## src/logic/cgmc_map.vh

```
// Register map, field positions, reset values and timing of the clock config
`ifndef CGMC_MAP_VH
`define CGMC_MAP_VH

`define CGMC_ADDR_W          5
`define CGMC_OFS_CTRL_ONE    5'h00
`define CGMC_OFS_CTRL_TWO    5'h04
`define CGMC_OFS_STAT_ONE    5'h08
`define CGMC_OFS_STAT_TWO    5'h0c
`define CGMC_OFS_FILTER      5'h10
`define CGMC_OFS_TRIM        5'h14

`define CGMC_C1_GAIN         7
`define CGMC_C1_RANGE        6
`define CGMC_C1_REFSEL       5
`define CGMC_C1_MODE_HI      4
`define CGMC_C1_MODE_LO      3
`define CGMC_C1_STOPOSC      2
`define CGMC_C1_LOCDIS       1
`define CGMC_C1_WMASK        8'hfe

`define CGMC_C2_LOLRST       7
`define CGMC_C2_MULT_HI      6
`define CGMC_C2_MULT_LO      4
`define CGMC_C2_LOCRST       3
`define CGMC_C2_DIV_HI       2
`define CGMC_C2_DIV_LO       0

`define CGMC_S1_MODE_HI      7
`define CGMC_S1_MODE_LO      6
`define CGMC_S1_REFOK        5
`define CGMC_S1_LOCLOST      4
`define CGMC_S1_LOCKED       3
`define CGMC_S1_LOLLOST      2
`define CGMC_S1_IRQ          0
`define CGMC_S2_OSCSTABLE    0

`define CGMC_MODE_SCM        2'b00
`define CGMC_MODE_FEI        2'b01
`define CGMC_MODE_FBE        2'b10
`define CGMC_MODE_FEE        2'b11

`define CGMC_CTRL_ONE_RST    8'h00
`define CGMC_CTRL_TWO_RST    8'h00
`define CGMC_FILTER_W        12
`define CGMC_FILTER_RST      12'h800
`define CGMC_TRIM_RST        8'h80

`define CGMC_SCM_OUT_KHZ     8000
`define CGMC_SCM_BUS_KHZ     4000
`define CGMC_IRG_KHZ         243
`define CGMC_IRG_DIV         7
`define CGMC_PRESCALE_LOW    7'h40
`define CGMC_PRESCALE_HIGH   7'h01

`define CGMC_CLK_PERIOD_NS   4
`define CGMC_MODE_SETTLE_NS  16
// Settle span in clocks: 16 ns at a 4 ns period
`define CGMC_MODE_SETTLE_CYC 3'h4

`endif

```

## src/logic/cgmc_sync.v

```verilog
// Three-stage synchroniser for inputs from the analog side
`timescale 1ns/10ps
module cgmc_sync (
  input  wire clk_sys,
  input  wire reset_n,
  input  wire asyncIn,
  output reg  syncOut
);
  reg stageOne;
  reg stageTwo;
  reg stageThree;

  // Output only moves once the last two stages agree
  always @(posedge clk_sys or negedge reset_n) begin
    if (!reset_n) begin
      stageOne   <= 1'b0;
      stageTwo   <= 1'b0;
      stageThree <= 1'b0;
      syncOut    <= 1'b0;
    end else begin
      stageOne   <= asyncIn;
      stageTwo   <= stageOne;
      stageThree <= stageTwo;
      if (stageTwo == stageThree)
        syncOut <= stageThree;
    end
  end
endmodule

```

## src/logic/cgmc_factor_decode.v

```verilog
// Decode of prescale, multiply and divide factors
`timescale 1ns/10ps
`include "cgmc_map.vh"
module cgmc_factor_decode (
  input  wire       rangeHigh,
  input  wire [2:0] multiplySelect,
  input  wire [2:0] divideSelect,
  output wire [6:0] prescale,
  output wire [4:0] multiply,
  output wire [7:0] divide
);
  assign prescale = rangeHigh ? `CGMC_PRESCALE_HIGH
                              : `CGMC_PRESCALE_LOW;
  // 000 -> 4, 011 -> 10: N = 2*code + 4
  assign multiply = {1'b0, multiplySelect, 1'b0} + 5'h04;
  // 000 -> 1, 001 -> 2: R = 2^code
  assign divide = 8'h01 << divideSelect;
endmodule

```

## src/logic/cgmc_clock_config.v

```verilog
// Mode control and configuration registers of the clock generator
//
// Added by the designer: the Avalon-MM register port and the address map.
`timescale 1ns/10ps
`include "cgmc_map.vh"
module cgmc_clock_config (
  input  wire        clk_sys,
  input  wire        reset_n,
  input  wire [4:0]  address,
  input  wire [3:0]  byteenable,
  input  wire        read,
  input  wire        write,
  input  wire [31:0] writedata,
  output reg  [31:0] readdata,
  output wire        waitrequest,
  input  wire        loopLockedPin,
  input  wire        refClockOkPin,
  input  wire        oscStablePin,
  input  wire        loopFilterStrobe,
  input  wire [11:0] loopFilterNext,
  output wire        irqRequest,
  output reg         resetRequest,
  output wire        oscRequest,
  output wire        highGain,
  output wire        rangeHigh,
  output wire        stopOscEnable,
  output wire        clockDetectEnable,
  output wire        loopEngaged,
  output wire        externalReference,
  output wire        refDivideSeven,
  output wire [6:0]  prescaleFactor,
  output wire [4:0]  multiplyFactor,
  output wire [7:0]  divideFactor,
  output wire [11:0] dcoFilter,
  output wire [7:0]  refTrim
);
  localparam [3:0] ST_SCM = 4'b0001;
  localparam [3:0] ST_FEI = 4'b0010;
  localparam [3:0] ST_FBE = 4'b0100;
  localparam [3:0] ST_FEE = 4'b1000;
  localparam [2:0] SETTLE_CYC = `CGMC_MODE_SETTLE_CYC;

  reg  [7:0]  ctrlOne;
  reg  [7:0]  ctrlTwo;
  reg  [11:0] filter;
  reg  [7:0]  trim;
  reg         gainWritten;
  reg         irqFlag;
  reg         lockLostFlag;
  reg         clockLostFlag;
  reg  [3:0]  state;
  reg  [3:0]  next_state;
  reg  [2:0]  settleCount;
  reg  [1:0]  targetMode;
  reg         ack;
  reg         lockedPrev;
  reg         refOkPrev;
  wire        locked;
  wire        refOk;
  wire        oscStable;

  cgmc_sync lockSync (
    .clk_sys (clk_sys),
    .reset_n (reset_n),
    .asyncIn (loopLockedPin),
    .syncOut (locked)
  );
  cgmc_sync refSync (
    .clk_sys (clk_sys),
    .reset_n (reset_n),
    .asyncIn (refClockOkPin),
    .syncOut (refOk)
  );
  cgmc_sync stableSync (
    .clk_sys (clk_sys),
    .reset_n (reset_n),
    .asyncIn (oscStablePin),
    .syncOut (oscStable)
  );

  // One wait state on every access, so decode is settled before the answer
  wire request = read | write;
  assign waitrequest = request & ~ack;
  wire takeWrite = write & ack;
  // Read data loads in the waiting cycle so it stands at the answering edge
  wire loadRead  = read & ~ack;

  always @(posedge clk_sys or negedge reset_n) begin
    if (!reset_n)
      ack <= 1'b0;
    else
      ack <= request & ~ack;
  end

  wire hitOne   = (address == `CGMC_OFS_CTRL_ONE);
  wire hitTwo   = (address == `CGMC_OFS_CTRL_TWO);
  wire hitStat1 = (address == `CGMC_OFS_STAT_ONE);
  wire hitStat2 = (address == `CGMC_OFS_STAT_TWO);
  wire hitFilt  = (address == `CGMC_OFS_FILTER);
  wire hitTrim  = (address == `CGMC_OFS_TRIM);

  wire [1:0] modeSelect = ctrlOne[`CGMC_C1_MODE_HI:`CGMC_C1_MODE_LO];
  wire inScm = state[0];
  wire inFei = state[1];
  wire inFee = state[3];
  wire inExternal = state[2] | state[3];

  // Loss events, seen only while the matching path is in use
  wire lockLossEvent  = (inFei | inFee) & lockedPrev & ~locked;
  wire clockLossEvent = inExternal & refOkPrev & ~refOk &
                        ~ctrlOne[`CGMC_C1_LOCDIS];
  wire lockToIrq  = lockLossEvent & ~ctrlTwo[`CGMC_C2_LOLRST];
  wire clockToIrq = clockLossEvent & ~ctrlTwo[`CGMC_C2_LOCRST];
  wire lockToRst  = lockLossEvent & ctrlTwo[`CGMC_C2_LOLRST];
  wire clockToRst = clockLossEvent & ctrlTwo[`CGMC_C2_LOCRST];
  wire irqClear = takeWrite & hitStat1 & byteenable[0] &
                  writedata[`CGMC_S1_IRQ];

  always @(posedge clk_sys or negedge reset_n) begin
    if (!reset_n) begin
      ctrlOne     <= `CGMC_CTRL_ONE_RST;
      ctrlTwo     <= `CGMC_CTRL_TWO_RST;
      gainWritten <= 1'b0;
      trim        <= `CGMC_TRIM_RST;
    end else if (takeWrite && byteenable[0]) begin
      if (hitOne) begin
        // Gain bit locks after its first write
        ctrlOne[6:1] <= writedata[6:1];
        if (!gainWritten) begin
          ctrlOne[`CGMC_C1_GAIN] <= writedata[`CGMC_C1_GAIN];
          gainWritten <= 1'b1;
        end
      end
      if (hitTwo)
        ctrlTwo <= writedata[7:0];
      if (hitTrim)
        trim <= writedata[7:0];
    end
  end

  // Software may load the filter only self-clocked; the loop owns it otherwise
  always @(posedge clk_sys or negedge reset_n) begin
    if (!reset_n)
      filter <= `CGMC_FILTER_RST;
    else if (inScm && takeWrite && hitFilt) begin
      if (byteenable[0])
        filter[7:0] <= writedata[7:0];
      if (byteenable[1])
        filter[11:8] <= writedata[11:8];
    end else if (!inScm && loopFilterStrobe)
      filter <= loopFilterNext;
  end

  // Set wins over the software clear
  always @(posedge clk_sys or negedge reset_n) begin
    if (!reset_n) begin
      irqFlag       <= 1'b0;
      lockLostFlag  <= 1'b0;
      clockLostFlag <= 1'b0;
      resetRequest  <= 1'b0;
      lockedPrev    <= 1'b0;
      refOkPrev     <= 1'b0;
    end else begin
      lockedPrev   <= locked;
      refOkPrev    <= refOk;
      resetRequest <= lockToRst | clockToRst;
      if (lockToIrq | clockToIrq)
        irqFlag <= 1'b1;
      else if (irqClear)
        irqFlag <= 1'b0;
      if (lockLossEvent)
        lockLostFlag <= 1'b1;
      else if (irqClear)
        lockLostFlag <= 1'b0;
      if (clockLossEvent)
        clockLostFlag <= 1'b1;
      else if (irqClear)
        clockLostFlag <= 1'b0;
    end
  end

  // Mode follows the select after a short settle, so status lags the write
  always @* begin
    next_state = state;
    if (clockLossEvent)
      next_state = ST_SCM;
    else if (settleCount == SETTLE_CYC) begin
      case (targetMode)
        `CGMC_MODE_FEE: next_state = refOk ? ST_FEE : ST_SCM;
        `CGMC_MODE_FEI: next_state = ST_FEI;
        `CGMC_MODE_FBE: next_state = refOk ? ST_FBE : ST_SCM;
        default:        next_state = ST_SCM;
      endcase
    end
  end

  always @(posedge clk_sys or negedge reset_n) begin
    if (!reset_n) begin
      state       <= ST_SCM;
      targetMode  <= `CGMC_MODE_SCM;
      settleCount <= 3'h0;
    end else begin
      state <= next_state;
      if (modeSelect != targetMode) begin
        targetMode  <= modeSelect;
        settleCount <= 3'h0;
      end else if (settleCount != SETTLE_CYC)
        settleCount <= settleCount + 3'h1;
    end
  end

  reg [1:0] modeStatus;
  always @* begin
    case (state)
      ST_FEI:  modeStatus = `CGMC_MODE_FEI;
      ST_FBE:  modeStatus = `CGMC_MODE_FBE;
      ST_FEE:  modeStatus = `CGMC_MODE_FEE;
      default: modeStatus = `CGMC_MODE_SCM;
    endcase
  end

  wire [7:0] statusOne = {modeStatus, refOk, clockLostFlag,
                          locked, lockLostFlag, 1'b0, irqFlag};

  always @(posedge clk_sys or negedge reset_n) begin
    if (!reset_n)
      readdata <= 32'h00000000;
    else if (loadRead) begin
      if (hitOne)
        readdata <= {24'h000000, ctrlOne & `CGMC_C1_WMASK |
                     {ctrlOne[`CGMC_C1_GAIN], 7'h00}};
      else if (hitTwo)
        readdata <= {24'h000000, ctrlTwo};
      else if (hitStat1)
        readdata <= {24'h000000, statusOne};
      else if (hitStat2)
        readdata <= {31'h00000000, oscStable};
      else if (hitFilt)
        readdata <= {20'h00000, filter};
      else if (hitTrim)
        readdata <= {24'h000000, trim};
      else
        readdata <= 32'h00000000;
    end
  end

  cgmc_factor_decode factors (
    .rangeHigh      (ctrlOne[`CGMC_C1_RANGE]),
    .multiplySelect (ctrlTwo[`CGMC_C2_MULT_HI:`CGMC_C2_MULT_LO]),
    .divideSelect   (ctrlTwo[`CGMC_C2_DIV_HI:`CGMC_C2_DIV_LO]),
    .prescale       (prescaleFactor),
    .multiply       (multiplyFactor),
    .divide         (divideFactor)
  );

  // Loop target: ref * P * N / R, internal ref first divided by 7
  assign loopEngaged       = inFei | inFee;
  assign externalReference = inExternal;
  assign refDivideSeven    = inFei;
  // Internal mode never needs the crystal
  assign oscRequest = ctrlOne[`CGMC_C1_REFSEL] &
                      (modeSelect != `CGMC_MODE_FEI);
  assign highGain          = ctrlOne[`CGMC_C1_GAIN];
  assign rangeHigh         = ctrlOne[`CGMC_C1_RANGE];
  assign stopOscEnable     = ctrlOne[`CGMC_C1_STOPOSC];
  assign clockDetectEnable = ~ctrlOne[`CGMC_C1_LOCDIS];
  assign irqRequest        = irqFlag;
  assign dcoFilter         = filter;
  assign refTrim           = trim;
endmodule

```

## config.mk

```make
export PLATFORM = sky130hd
export DESIGN_NAME = cgmc_clock_config
export DESIGN_NICKNAME = d
export VERILOG_FILES = /design/src/logic/cgmc_sync.v /design/src/logic/cgmc_factor_decode.v /design/src/logic/cgmc_clock_config.v
export VERILOG_INCLUDE_DIRS = /design/src /design/src/logic
export SDC_FILE = /design/constraint.sdc
export NUM_CORES = 1
export LEC_CHECK = 0
export BUFFER_PORTS_ARGS = -buffer_cell sky130_fd_sc_hd__buf_4
export CELL_PAD_IN_SITES_DETAIL_PLACEMENT = 1
export CELL_PAD_IN_SITES_GLOBAL_PLACEMENT = 1
export CORE_MARGIN = 2
export CORE_UTILIZATION = 33
export CTS_BUF_LIST = sky130_fd_sc_hd__clkbuf_8 sky130_fd_sc_hd__clkbuf_16
export DETAILED_ROUTE_END_ITERATION = 7
export PLACE_DENSITY_LB_ADDON = 0.08
export SYNTH_ARGS = -nofsm -noshare
export SYNTH_HDL_FRONTEND = slang
export SYNTH_SLANG_ARGS = --single-unit
```

## constraint.sdc

```tcl
create_clock -name clk_sys -period 1.53 [get_ports clk_sys]
set_clock_uncertainty 0.2 [all_clocks]
set_input_delay 0.2295 -clock clk_sys [delete_from_list [all_inputs] [get_ports clk_sys]]
set_output_delay 0.2295 -clock clk_sys [all_outputs]
set_load 0.05 [all_outputs]
```

==> results of run 1 <==
[critical path: stages (launching register included)]
cell,delay [ns]
dfrtp_2,0.46
buf_12,0.15
nor3b_4,0.18
buf_6,0.18
[cells by family after synthesis]
group | synth area share [%]
buf+inv | 9.38
xor+xnor | 1.18
mux | 10.3
simple gates | 15.7
flops | 51.2
compound gates | 10.4
fa+ha+maj | 1.82
other cells | 0.101
[registers in the layout, indices dropped and copies added, names as in the netlist, 2 cells and up]
signal and count:
readdata 12, refTrim 8, ctrlTwo 8, settleCount 3, targetMode 2, ctrlOne 4, state 4, dcoFilter 12
[routing by layer]
metal	track usage, %	vias up	part of all wire, %	routed length, um
met2	32.2	99	48	5690
li1	-	1526	-	-
met3	3.12	14	5.3	623
met5	0	-	0	0
met4	8.57	0	1.8	210
met1	27.8	1579	45	5330
[layout by cell type (no fill, tap or decap), types with 3 or more instances in the layout]
cell,count
buf_4,130
dfrtp_1,66
nand2_1,30
conb_1,26
buf_6,24
dlygate4sd3_1,23
nor2_1,20
a21oi_1,18
inv_1,17
mux2_2,16
mux2i_1,10
mux2_4,9
clkbuf_16,9
dfrtp_2,7
buf_12,7
nand2b_1,6
o21ai_0,6
nor2_4,5
buf_8,5
nor2b_1,4
o221a_1,4
xnor2_1,4
o21ai_1,4
nor3b_4,3
and3_1,3
and3b_1,3
and2_4,3
nor3b_1,3
maj3_1,3
nand4_1,3
o31ai_1,3
clkinv_2,3
dfstp_2,3
[cell type report]
| class | instances | area share, % |
|---|---|---|
| timing repair buffer | 189 | 28.4 |
| clock buffer | 10 | 4.01 |
| sequential | 76 | 32.2 |
| tap | 140 | 2.94 |
| clock inverter | 6 | 0.441 |
| inverter | 17 | 1.11 |
| multi-input combinational | 240 | 30.9 |
[worst min path at each step]
stage,startpoint,to,slack (ns),cells after the start
after floorplan,reset_n,ack,-0.27,0
after global routing,loopFilterNext[3],dcoFilter[3],0.02,3
after detailed placement,reset_n,state[1],-0.03,1
after CTS,loopFilterNext[3],dcoFilter[3],0.003,3
after global placement,reset_n,state[1],-0.03,1
final,loopFilterNext[3],dcoFilter[3],0.01,3
[what timing repair did]
| action | 4_1_cts | 5_1_grt |
|---|---|---|
| gates cloned | 0 | 0 |
| hold buffers | 23 | 0 |
| endpoints found under the hold margin | 111 | 0 |
| setup endpoints to repair | 62 | 65 |
| setup buffers | 16 | 5 |
| pin swaps | 12 | 12 |
| gates resized for setup | 62 | 36 |
[per-stage QoR]
stage	setup WS, ns	setup TNS [ns]	instances	instance area (um^2)	hold WS, ns
floorplan	-0.0661	-1.11	377	3890	-0.266
global placement	-0.230	-7.46	621	4970	-0.0298
detailed placement	-0.256	-8.11	621	4970	-0.0281
CTS	-0.219	-2.87	674	5800	0.00250
global route	-0.267	-5.06	678	5950	0.0154
finish	-0.210	-2.66	678	5950	0.0134
[power groups by stage]
stage,Clock (mW),Sequential [mW],Combinational (mW)
CTS,1.97,2.71,3.04
global route,2.05,2.76,3.33
global placement,0,2.74,2.71
finish,1.92,2.71,3.13
detailed placement,0,2.74,2.76
floorplan,0,3.40,1.06
==> summary.txt, run 1 <==
Drt
  • 1st-iter DRT viols: 152
  • WL per Instance: 17.5 um
  • DRT Pass-1 Iters: 4
  • Final WL: 11900 um
  • Mean number of vias per cell: 4.75
  • Post-route DRC: 0
  • Via count: 3218
  • ANT nets after route: 0

Clocking
  • Htree depth: 3
  • CTS tree: done
  • Inserted Clock Buffers: 9
  • Clk root buf: clkbuf_16
  • Clk_lat worst skew: 0.34 ns
  • Maximum buffer depth of the clock tree: 2
  • Clock-pin slew on the worst setup and hold paths: 0.06 ns
  • Clock sinks: 76

Critical path
  • Max FO, Critical Path: 7
  • Crit path from: ctrlTwo[0]
  • Worst R2R Start: state[0]
  • R2R setup slack: -0.09 ns
  • End point of the critical path: divideFactor[4]
  • Critical path startpoint category: flip-flop
  • CP Capture Type: output port
  • Kind of critical path: reg -> out
  • Arrival time worst endpoint: 1.31 ns
  • Reg2reg end: dcoFilter[8]
  • Worst EP required: 1.10 ns
  • FF-to-FF path depth: 3

Global route
  • Global Route Usage Sum: 20.3%
  • Gr ovfl total: 0
  • Largest net degree at the start of global routing: 25
  • Initial antenna violation count: 0
  • Vias in the first global route: 3447
  • First-pass GRT wire length: 18200 um

Synth
  • Syn Area/Cell: 10.6 um^2
  • Number of synthesized flops with an enable pin: 0
  • Syn. warnings: 0
  • Yosys cell types: 51
  • Flops & latches, synth: 76
  • Post-Syn Area: 0.00372 mm^2
  • Post-synthesis cell count: 352
  • Commonest cells in the netlist: dfrtp_1 (73), nand2_1 (33), buf_4 (29), nor2_1 (26), mux2_2 (25)
  • Count leader, synth: dfrtp_1
  • Top cells by area, synth: dfrtp_1 (49%), mux2_2 (7.6%), buf_4 (5.9%), nand2_1 (3.3%), a21oi_1 (2.7%)
  • Area share of the largest cell type after synthesis: 49.1%
  • Leading register cell type out of synthesis: dfrtp_1
  • Synth async-reset ratio: 100%
  • Sequential fraction of the synthesis area: 51.2%
  • Biggest area consumer among synthesized cells: dfrtp_1

Final layout
  • Utilization after layout: 54.4%
  • Antenna Cells: 0
  • Share of layout cells above drive strength 1: 47.6%
  • FILL cells: 1231
  • Register Area: 0.00191 mm^2
  • Nets@finish: 597
  • P&R area growth vs syn: 60.0%
  • Multi-input logic area: 0.00184 mm^2

Outcome
  • Failing checks: setup timing
  • Outcome: complete, but fails checks

Floorplan
  • Die footprint: 0.0121 mm^2
  • Core area: 0.0109 mm^2
  • Die Width: 110 um
  • Initial core utilization: 34.0%
  • Top-level I/O count: 144
  • FP Rows: 38
  • DIE HEIGHT: 110 um

Timing
  • Final Setup Violations: 32
  • Fin worst setup slack: -0.210 ns
  • Highest clock rate: 575 MHz
  • Tmin final: 1.74 ns
  • Tcrit/Tclk final: 114%
  • RSZ-0062 raised after global routing: true
  • Final Hold Viols: 0
  • Pins Over Slew Limit: 0

Power and ir drop
  • Tot Pwr: 7.76 mW
  • Peak VDD IR: 0.865 mV
  • Pwr per Cell Area: 1300 mW/mm^2
  • Logic gate share of total power: 40.4%
  • Clock power frac: 24.7%
  • P_sw: 3.03 mW
  • Reg power frac: 34.9%
  • Sw Share: 39.0%
  • Internal power: 4.73 mW
  • Lkg Pwr: 2.89 nW

Min path
  • Worst Hold Class: in -> reg

Placed design
  • IO Port Bufs: 95
  • GPL Wtd Cong: 0.861
  • Final HPWL DP: 8660 um

Flow run
  • Max_cap viols: 0
Note: power is estimated with default switching activity, not from simulation.
==> run 2: changes to the inputs <==
- SYNTH_HIERARCHICAL: default -> 1
==> summary.txt, run 2 <==
Final layout
  • Nets@finish: 588 (-1.5%)
  • Most frequent cells in the layout: buf_4 (111), dfrtp_1 (64), nand2_1 (37)
  • Post-route cell area: 0.00606 mm^2 (+1.8%)
  • P&R area growth vs syn: 62.9%
  • Commonest non-fill, non-tap cell in the layout: buf_4
  • Share of layout cells above drive strength 1: 49.9% (+2.3 points)
  • FILL cells: 1189 (-3.4%)
  • Utilization after layout: 55.4% (+1.0 points)

Synth
  • Area share of the largest cell type after synthesis: 49.1% (unchanged)
  • Yosys cell types: 49 (-3.9%)
  • Commonest cells in the netlist: dfrtp_1 (73), nand2_1 (39), buf_4 (30), nor2_1 (25), mux2_2 (23)
  • Top cells by area, synth: dfrtp_1 (49%), mux2_2 (7.0%), buf_4 (6.1%), nand2_1 (3.9%), mux2i_1 (3.5%)
  • Post-Syn Area: 0.00372 mm^2 (unchanged)
  • Synth async-reset ratio: 100% (unchanged)
  • Flops & latches, synth: 76 (unchanged)
  • Post-synthesis cell count: 350 (-0.57%)
  • Syn Area/Cell: 10.6 um^2 (+0.57%)
  • Count leader, synth: dfrtp_1
  • Sequential fraction of the synthesis area: 51.2% (unchanged)
  • Number of synthesized flops with an enable pin: 0 (unchanged)
  • Biggest area consumer among synthesized cells: dfrtp_1
  • Leading register cell type out of synthesis: dfrtp_1
  • Syn. warnings: 6 (+6)

Power and ir drop
  • Internal power: 4.82 mW (+1.8%)
  • Reg power frac: 34.4% (-0.5 points)
  • Lkg Pwr: 2.86 nW (-1.0%)
  • Clock power frac: 24.9% (+0.2 points)
  • Pwr per Cell Area: 1330 mW/mm^2 (+1.8%)
  • P_sw: 3.22 mW (+6.4%)
  • Sw Share: 40.1% (+1.0 points)
  • Peak VDD IR: 0.915 mV (+5.7%)
  • Logic gate share of total power: 40.8% (+0.4 points)

Global route
  • Vias in the first global route: 3466 (+0.55%)
  • Gr ovfl total: 0 (unchanged)
  • Largest net degree at the start of global routing: 23 (-8.0%)
  • First-pass GRT wire length: 19600 um (+7.5%)
  • Global Route Usage Sum: 22.0% (+1.6 points)
  • Initial antenna violation count: 0 (unchanged)

Drt
  • Final WL: 12700 um (+7.2%)
  • Mean number of vias per cell: 4.87 (+2.6%)
  • 1st-iter DRT viols: 95 (-38%)
  • WL per Instance: 19.0 um (+8.5%)
  • Post-route DRC: 0 (unchanged)
  • DRT Pass-1 Iters: 4 (unchanged)
  • ANT nets after route: 0 (unchanged)
  • Via count: 3264 (+1.4%)

Placed design
  • Final HPWL DP: 8550 um (-1.3%)
  • Pre-CTS WS: -0.395 ns (-0.140 ns)
  • DP Area: 0.00493 mm^2 (-0.83%)
  • IO Port Bufs: 95 (unchanged)
  • GPL Wtd Cong: 0.765 (-11%)

Clocking
  • Clk_lat worst skew: 0.34 ns (about the same)
  • CTS tree: done
  • Maximum buffer depth of the clock tree: 2 (unchanged)
  • Inserted Clock Buffers: 9 (unchanged)
  • Clock-pin slew on the worst setup and hold paths: 0.06 ns (about the same)
  • Clock sinks: 76 (unchanged)
  • Clk root buf: clkbuf_16
  • Htree depth: 3 (unchanged)

Floorplan
  • Die Width: 110 um (unchanged)
  • Die footprint: 0.0121 mm^2 (unchanged)
  • Initial core utilization: 34.0% (unchanged)
  • FP Rows: 38 (unchanged)
  • Core area: 0.0109 mm^2 (unchanged)
  • Top-level I/O count: 144 (unchanged)
  • DIE HEIGHT: 110 um (unchanged)

Outcome
  • Failing checks: setup timing
  • Outcome: complete, but fails checks

Critical path
  • CP Capture Type: output port
  • Kind of critical path: reg -> out
  • Crit path from: ctrlTwo[2]
  • Slowest stage cell, crit path: dfrtp_2
  • Arrival time worst endpoint: 1.35 ns (+0.04 ns)
  • Max FO, Critical Path: 5 (-2)
  • Cells along the critical path: buf_12 -> nor3b_4 -> buf_6
  • Critical path depth in cells: 3 (unchanged)
  • Worst path top cell family by delay: flip-flops
  • Reg2reg end: dcoFilter[0]
  • CP max stage delay: 0.46 ns (about the same)
  • Worst R2R Start: state[0]
  • End point of the critical path: divideFactor[1]
  • Worst EP required: 1.10 ns (about the same)
  • R2R setup slack: -0.21 ns (-0.12 ns)
  • Critical path startpoint category: flip-flop
  • FF-to-FF path depth: 5 (+2)
  • Crit path buf inv count: 2 (unchanged)

Timing
  • RSZ-0062 raised after global routing: true
  • Tmin final: 1.78 ns (+0.0367 ns)
  • Hold slack: 0.0527 ns (+0.0393 ns)
  • Pins Over Slew Limit: 0 (unchanged)
  • Highest clock rate: 563 MHz (-2.1%)
  • Tcrit/Tclk final: 116% (+2.4 points)
  • Final Hold Viols: 0 (unchanged)
  • Fin worst setup slack: -0.246 ns (-0.0367 ns)
  • Final Setup Violations: 46 (+44%)

Flow run
  • Max_cap viols: 0 (unchanged)

Min path
  • Worst Hold Class: in -> reg
-- run 2: cell types whose count changed in the layout (fill, tap and decap cells not counted), moves of 4 or more --
| cell | delta |
|---|---|
| o221a_1 | -4 |
| buf_6 | +6 |
| nand2_1 | +7 |
| nand3_1 | +9 |
| buf_4 | -19 |
| inv_1 | -11 |
| mux2_4 | +13 |
| mux2_2 | -15 |
| o221a_4 | +4 |
-- run 2: what timing repair did --
item / 4_1_cts / 5_1_grt
hold buffers: 24 / 0
hold endpoints to repair: 113 / 0
buffers inserted: 20 / 5
gates cloned: 0 / 0
endpoints found under the setup margin: 59 / 61
pin swaps: 15 / 18
resized for setup: 85 / 32
-- run 2: how the worst min path moves through the flow --
stage	start	to	slack (ns)	depth (start not counted)
6_report	loopFilterNext[11]	dcoFilter[11]	0.05	3
5_1_grt	loopFilterNext[11]	dcoFilter[11]	0.06	3
4_1_cts	loopFilterNext[11]	dcoFilter[11]	0.04	3
3_5_place_dp	reset_n	settleCount[0]	-0.02	1
3_3_place_gp	reset_n	settleCount[0]	-0.02	1
2_1_floorplan	reset_n	ack	-0.27	0
-- run 2: final cells by class --
cell class | instances | area (um^2) | area share [%]
Multi-Input combinational cell | 246 | 1970 | 32.4
Sequential cell | 76 | 1920 | 31.6
Timing Repair Buffer | 180 | 1680 | 27.7
Clock buffer | 10 | 239 | 3.94
Tap cell | 140 | 175 | 2.89
Inverter | 11 | 46.3 | 0.764
Clock inverter | 6 | 40.0 | 0.660
Antenna cell | 1 | 2.50 | 0.0413
-- run 2: metal layers --
metal / part of all wire, % / global-route usage [%] / up-vias
li1: - / - / 1502
met1: 45 / 30.1 / 1638
met2: 48 / 35.2 / 107
met3: 5.0 / 3.70 / 17
met4: 1.8 / 7.59 / 0
met5: 0 / 0 / -
-- run 2: power by group through the flow --
stage               combinational (mW)  sequential [mW]  clock, mW
floorplan                         1.18             3.45          0
global placement                  2.79             2.76          0
detailed placement                2.84             2.78          0
CTS                               3.17             2.75       2.04
global route                      3.47             2.81       2.12
finish                            3.28             2.76       2.00
-- run 2: through the flow --
step	cells	setup TNS (ns)	power [mW]
after global placement	604	-11.73	5.55
after floorplan	374	-5.99	4.63
after detailed placement	604	-13.22	5.62
after global routing	669	-7.94	8.41
final	670	-5.49	8.04
after CTS	664	-5.37	7.96
-- run 2: cell families after synthesis --
family / Yosys count / share of synthesized area, %
flip-flops: 76 / 51.2
XOR/XNOR: 5 / 1.18
other: 2 / 0.202
multiplexers: 37 / 11.1
buffers and inverters: 52 / 8.31
AO/OA/AOI/OAI: 49 / 8.61
AND/OR/NAND/NOR: 123 / 17.5
adder cells (fa/ha/maj): 6 / 1.92
-- run 2: worst reg2reg max path, cell delays in order (launching register included) --
cell,delay [ns]
dfstp_2,0.53
nand4b_1,0.22
nor2_8,0.21
buf_12,0.16
mux2i_1,0.21
a21oi_1,0.09
==> run 3: changes to the inputs <==
- ABC_CLOCK_PERIOD_IN_PS: default -> 2000
- clock period: 1.53 -> 2 ns (I/O delays scaled with it)
==> summary.txt, run 3 (same netlist as run 2, synthesis figures left out) <==
Outcome
  • Outcome: finished, final reports clean

Timing
  • Pin slew with the least headroom to its limit: 0.553 ns
  • Slew headroom: 63.2%
  • Final Hold Viols: 0 (unchanged)
  • Post-Route Setup TNS: 0 ns (+5.49 ns)
  • Hold slack: 0.0320 ns (-0.0207 ns)
  • Final Setup Violations: 0 (-100%)
  • Pins Over Slew Limit: 0 (unchanged)
  • Tmin final: 1.81 ns
  • RSZ-0062 raised after global routing: false
  • Tcrit/Tclk final: 90.7%
  • Highest clock rate: 551 MHz

Critical path
  • Crit path from: ctrlTwo[2]
  • Arrival time worst endpoint: 1.31 ns (-0.04 ns)
  • Crit path buf inv count: 1 (-1)
  • Cells along the critical path: nor3b_1 -> buf_4
  • Critical path startpoint category: flip-flop
  • Max FO, Critical Path: 10 (+5)
  • FF-to-FF path depth: 5 (unchanged)
  • CP max stage delay: 0.51 ns (+0.05 ns)
  • Slowest stage cell, crit path: dfrtp_1
  • Worst EP required: 1.50 ns (+0.40 ns)
  • R2R setup slack: 0.21 ns (+0.42 ns)
  • End point of the critical path: divideFactor[4]
  • CP Capture Type: output port
  • Critical path depth in cells: 2 (-1)
  • Worst R2R Start: state[0]
  • Kind of critical path: reg -> out
  • Reg2reg end: dcoFilter[3]
  • Worst path top cell family by delay: flip-flops

Floorplan
  • Core area: 0.0109 mm^2 (unchanged)
  • DIE HEIGHT: 110 um (unchanged)
  • FP Rows: 38 (unchanged)
  • Initial core utilization: 34.0% (unchanged)
  • Die footprint: 0.0121 mm^2 (unchanged)
  • Top-level I/O count: 144 (unchanged)
  • Die Width: 110 um (unchanged)

Clocking
  • Htree depth: 3 (unchanged)
  • CTS tree: done
  • Inserted Clock Buffers: 9 (unchanged)
  • Clk_lat worst skew: 0.34 ns (about the same)
  • Clock sinks: 76 (unchanged)
  • Hold-fix buffers, CTS: 4 (-83%)
  • Clk root buf: clkbuf_16
  • Post-CTS sizing: 0 (-100%)
  • Clock-pin slew on the worst setup and hold paths: 0.06 ns (about the same)
  • # Post-CTS Setup Buffers: 0 (-100%)
  • Maximum buffer depth of the clock tree: 2 (unchanged)

Final layout
  • Commonest non-fill, non-tap cell in the layout: buf_4
  • Most frequent cells in the layout: buf_4 (117), dfrtp_1 (73), nand2_1 (39)
  • Share of layout cells above drive strength 1: 38.1% (-12 points)
  • Nets@finish: 534 (-9.2%)
  • Antenna Cells: 0 (-1)
  • P&R area growth vs syn: 35.4%

Power and ir drop
  • Reg power frac: 36.3% (+1.9 points)
  • P_sw: 2.27 mW (-30%)
  • Peak VDD IR: 0.503 mV (-45%)
  • Lkg Pwr: 2.44 nW (-14%)
  • Internal power: 3.46 mW (-28%)
  • Sw Share: 39.6% (-0.48 points)
  • Pwr per Cell Area: 1140 mW/mm^2 (-14%)
  • Logic gate share of total power: 35.1% (-5.7 points)
  • Clock power frac: 28.6% (+3.7 points)

Placed design
  • GPL Wtd Cong: 0.783 (+2.2%)
  • IO Port Bufs: 95 (unchanged)
  • Final HPWL DP: 8000 um (-6.4%)

Drt
  • 1st-iter DRT viols: 89 (-6.3%)
  • Post-route DRC: 0 (unchanged)
  • Via count: 2928 (-10%)
  • DRT Pass-1 Iters: 4 (unchanged)
  • ANT nets after route: 0 (unchanged)
  • WL per Instance: 17.1 um (-9.9%)
  • Mean number of vias per cell: 4.76 (-2.3%)
  • Final WL: 10500 um (-17%)

Global route
  • Global Route Usage Sum: 18.3% (-3.7 points)
  • Gr ovfl total: 0 (unchanged)
  • Largest net degree at the start of global routing: 32 (+39%)
  • First-pass GRT wire length: 16400 um (-16%)
  • Vias in the first global route: 3004 (-13%)
  • Initial antenna violation count: 0 (unchanged)

Min path
  • Hold depth: 2 (-1)
  • Worst Hold Class: in -> reg

Flow run
  • Max_cap viols: 0 (unchanged)
-- run 3: cell types whose count changed in the layout (fill, tap and decap cells not counted), sizes merged --
cell,change
buf,-34
bufinv,+1
clkbuf,-1
clkinv,-3
clkinvlp,+3
diode,-1
dlygate4sd3,-20
-- run 3: how the worst min path moves through the flow --
stage,start,slack [ns],to
floorplan,reset_n,-0.20,ack
global placement,reset_n,0.06,settleCount[2]
detailed placement,reset_n,0.06,settleCount[2]
CTS,writedata[1],0.02,refTrim[1]
global route,writedata[3],0.03,ctrlTwo[3]
finish,writedata[1],0.03,refTrim[1]
-- run 3: area by class of cell --
cell class,count,area [um^2]
inverter,11,41.3
clock buffer,9,225
fill,1220,5900
tap,140,175
clock inverter,7,75.1
sequential,76,1910
timing repair buffer,126,1020
multi-input combinational,246,1600
-- run 3: power groups by stage --
stage                     clock network (mW)  registers, mW  logic (mW)
after CTS                               1.68           2.08        2.04
after global placement                     0           2.10        1.98
after global routing                    1.76           2.12        2.17
after floorplan                            0           2.62       0.838
after detailed placement                   0           2.11        2.02
final                                   1.64           2.08        2.01
-- run 3: per-stage QoR --
step	util [%]	std cells	setup slack, ns	cell area (um^2)	power, mW
6_report	46.1	615	0.186	5040	5.73
3_3_place_gp	43.0	595	-0.0741	4700	4.09
5_1_grt	46.1	615	0.0895	5040	6.05
3_5_place_dp	43.0	595	-0.110	4700	4.13
4_1_cts	46.1	615	0.166	5040	5.81
2_1_floorplan	-	374	-0.113	3810	3.46
-- run 3: worst reg2reg max path: stages (launching register included) --
cell and delay [ns]:
dfstp_2 0.59, nand4b_1 0.24, nor2_8 0.19, buf_12 0.16, mux2i_1 0.21, a21oi_1 0.09
-- run 3: metal layers --
metal,vias to the layer above,wire length (um),GRT usage (%)
met5,-,0,0
li1,1400,-,-
met2,92,4860,28.9
met1,1430,4840,25.0
met3,6,696,4.70
met4,0,110,5.09
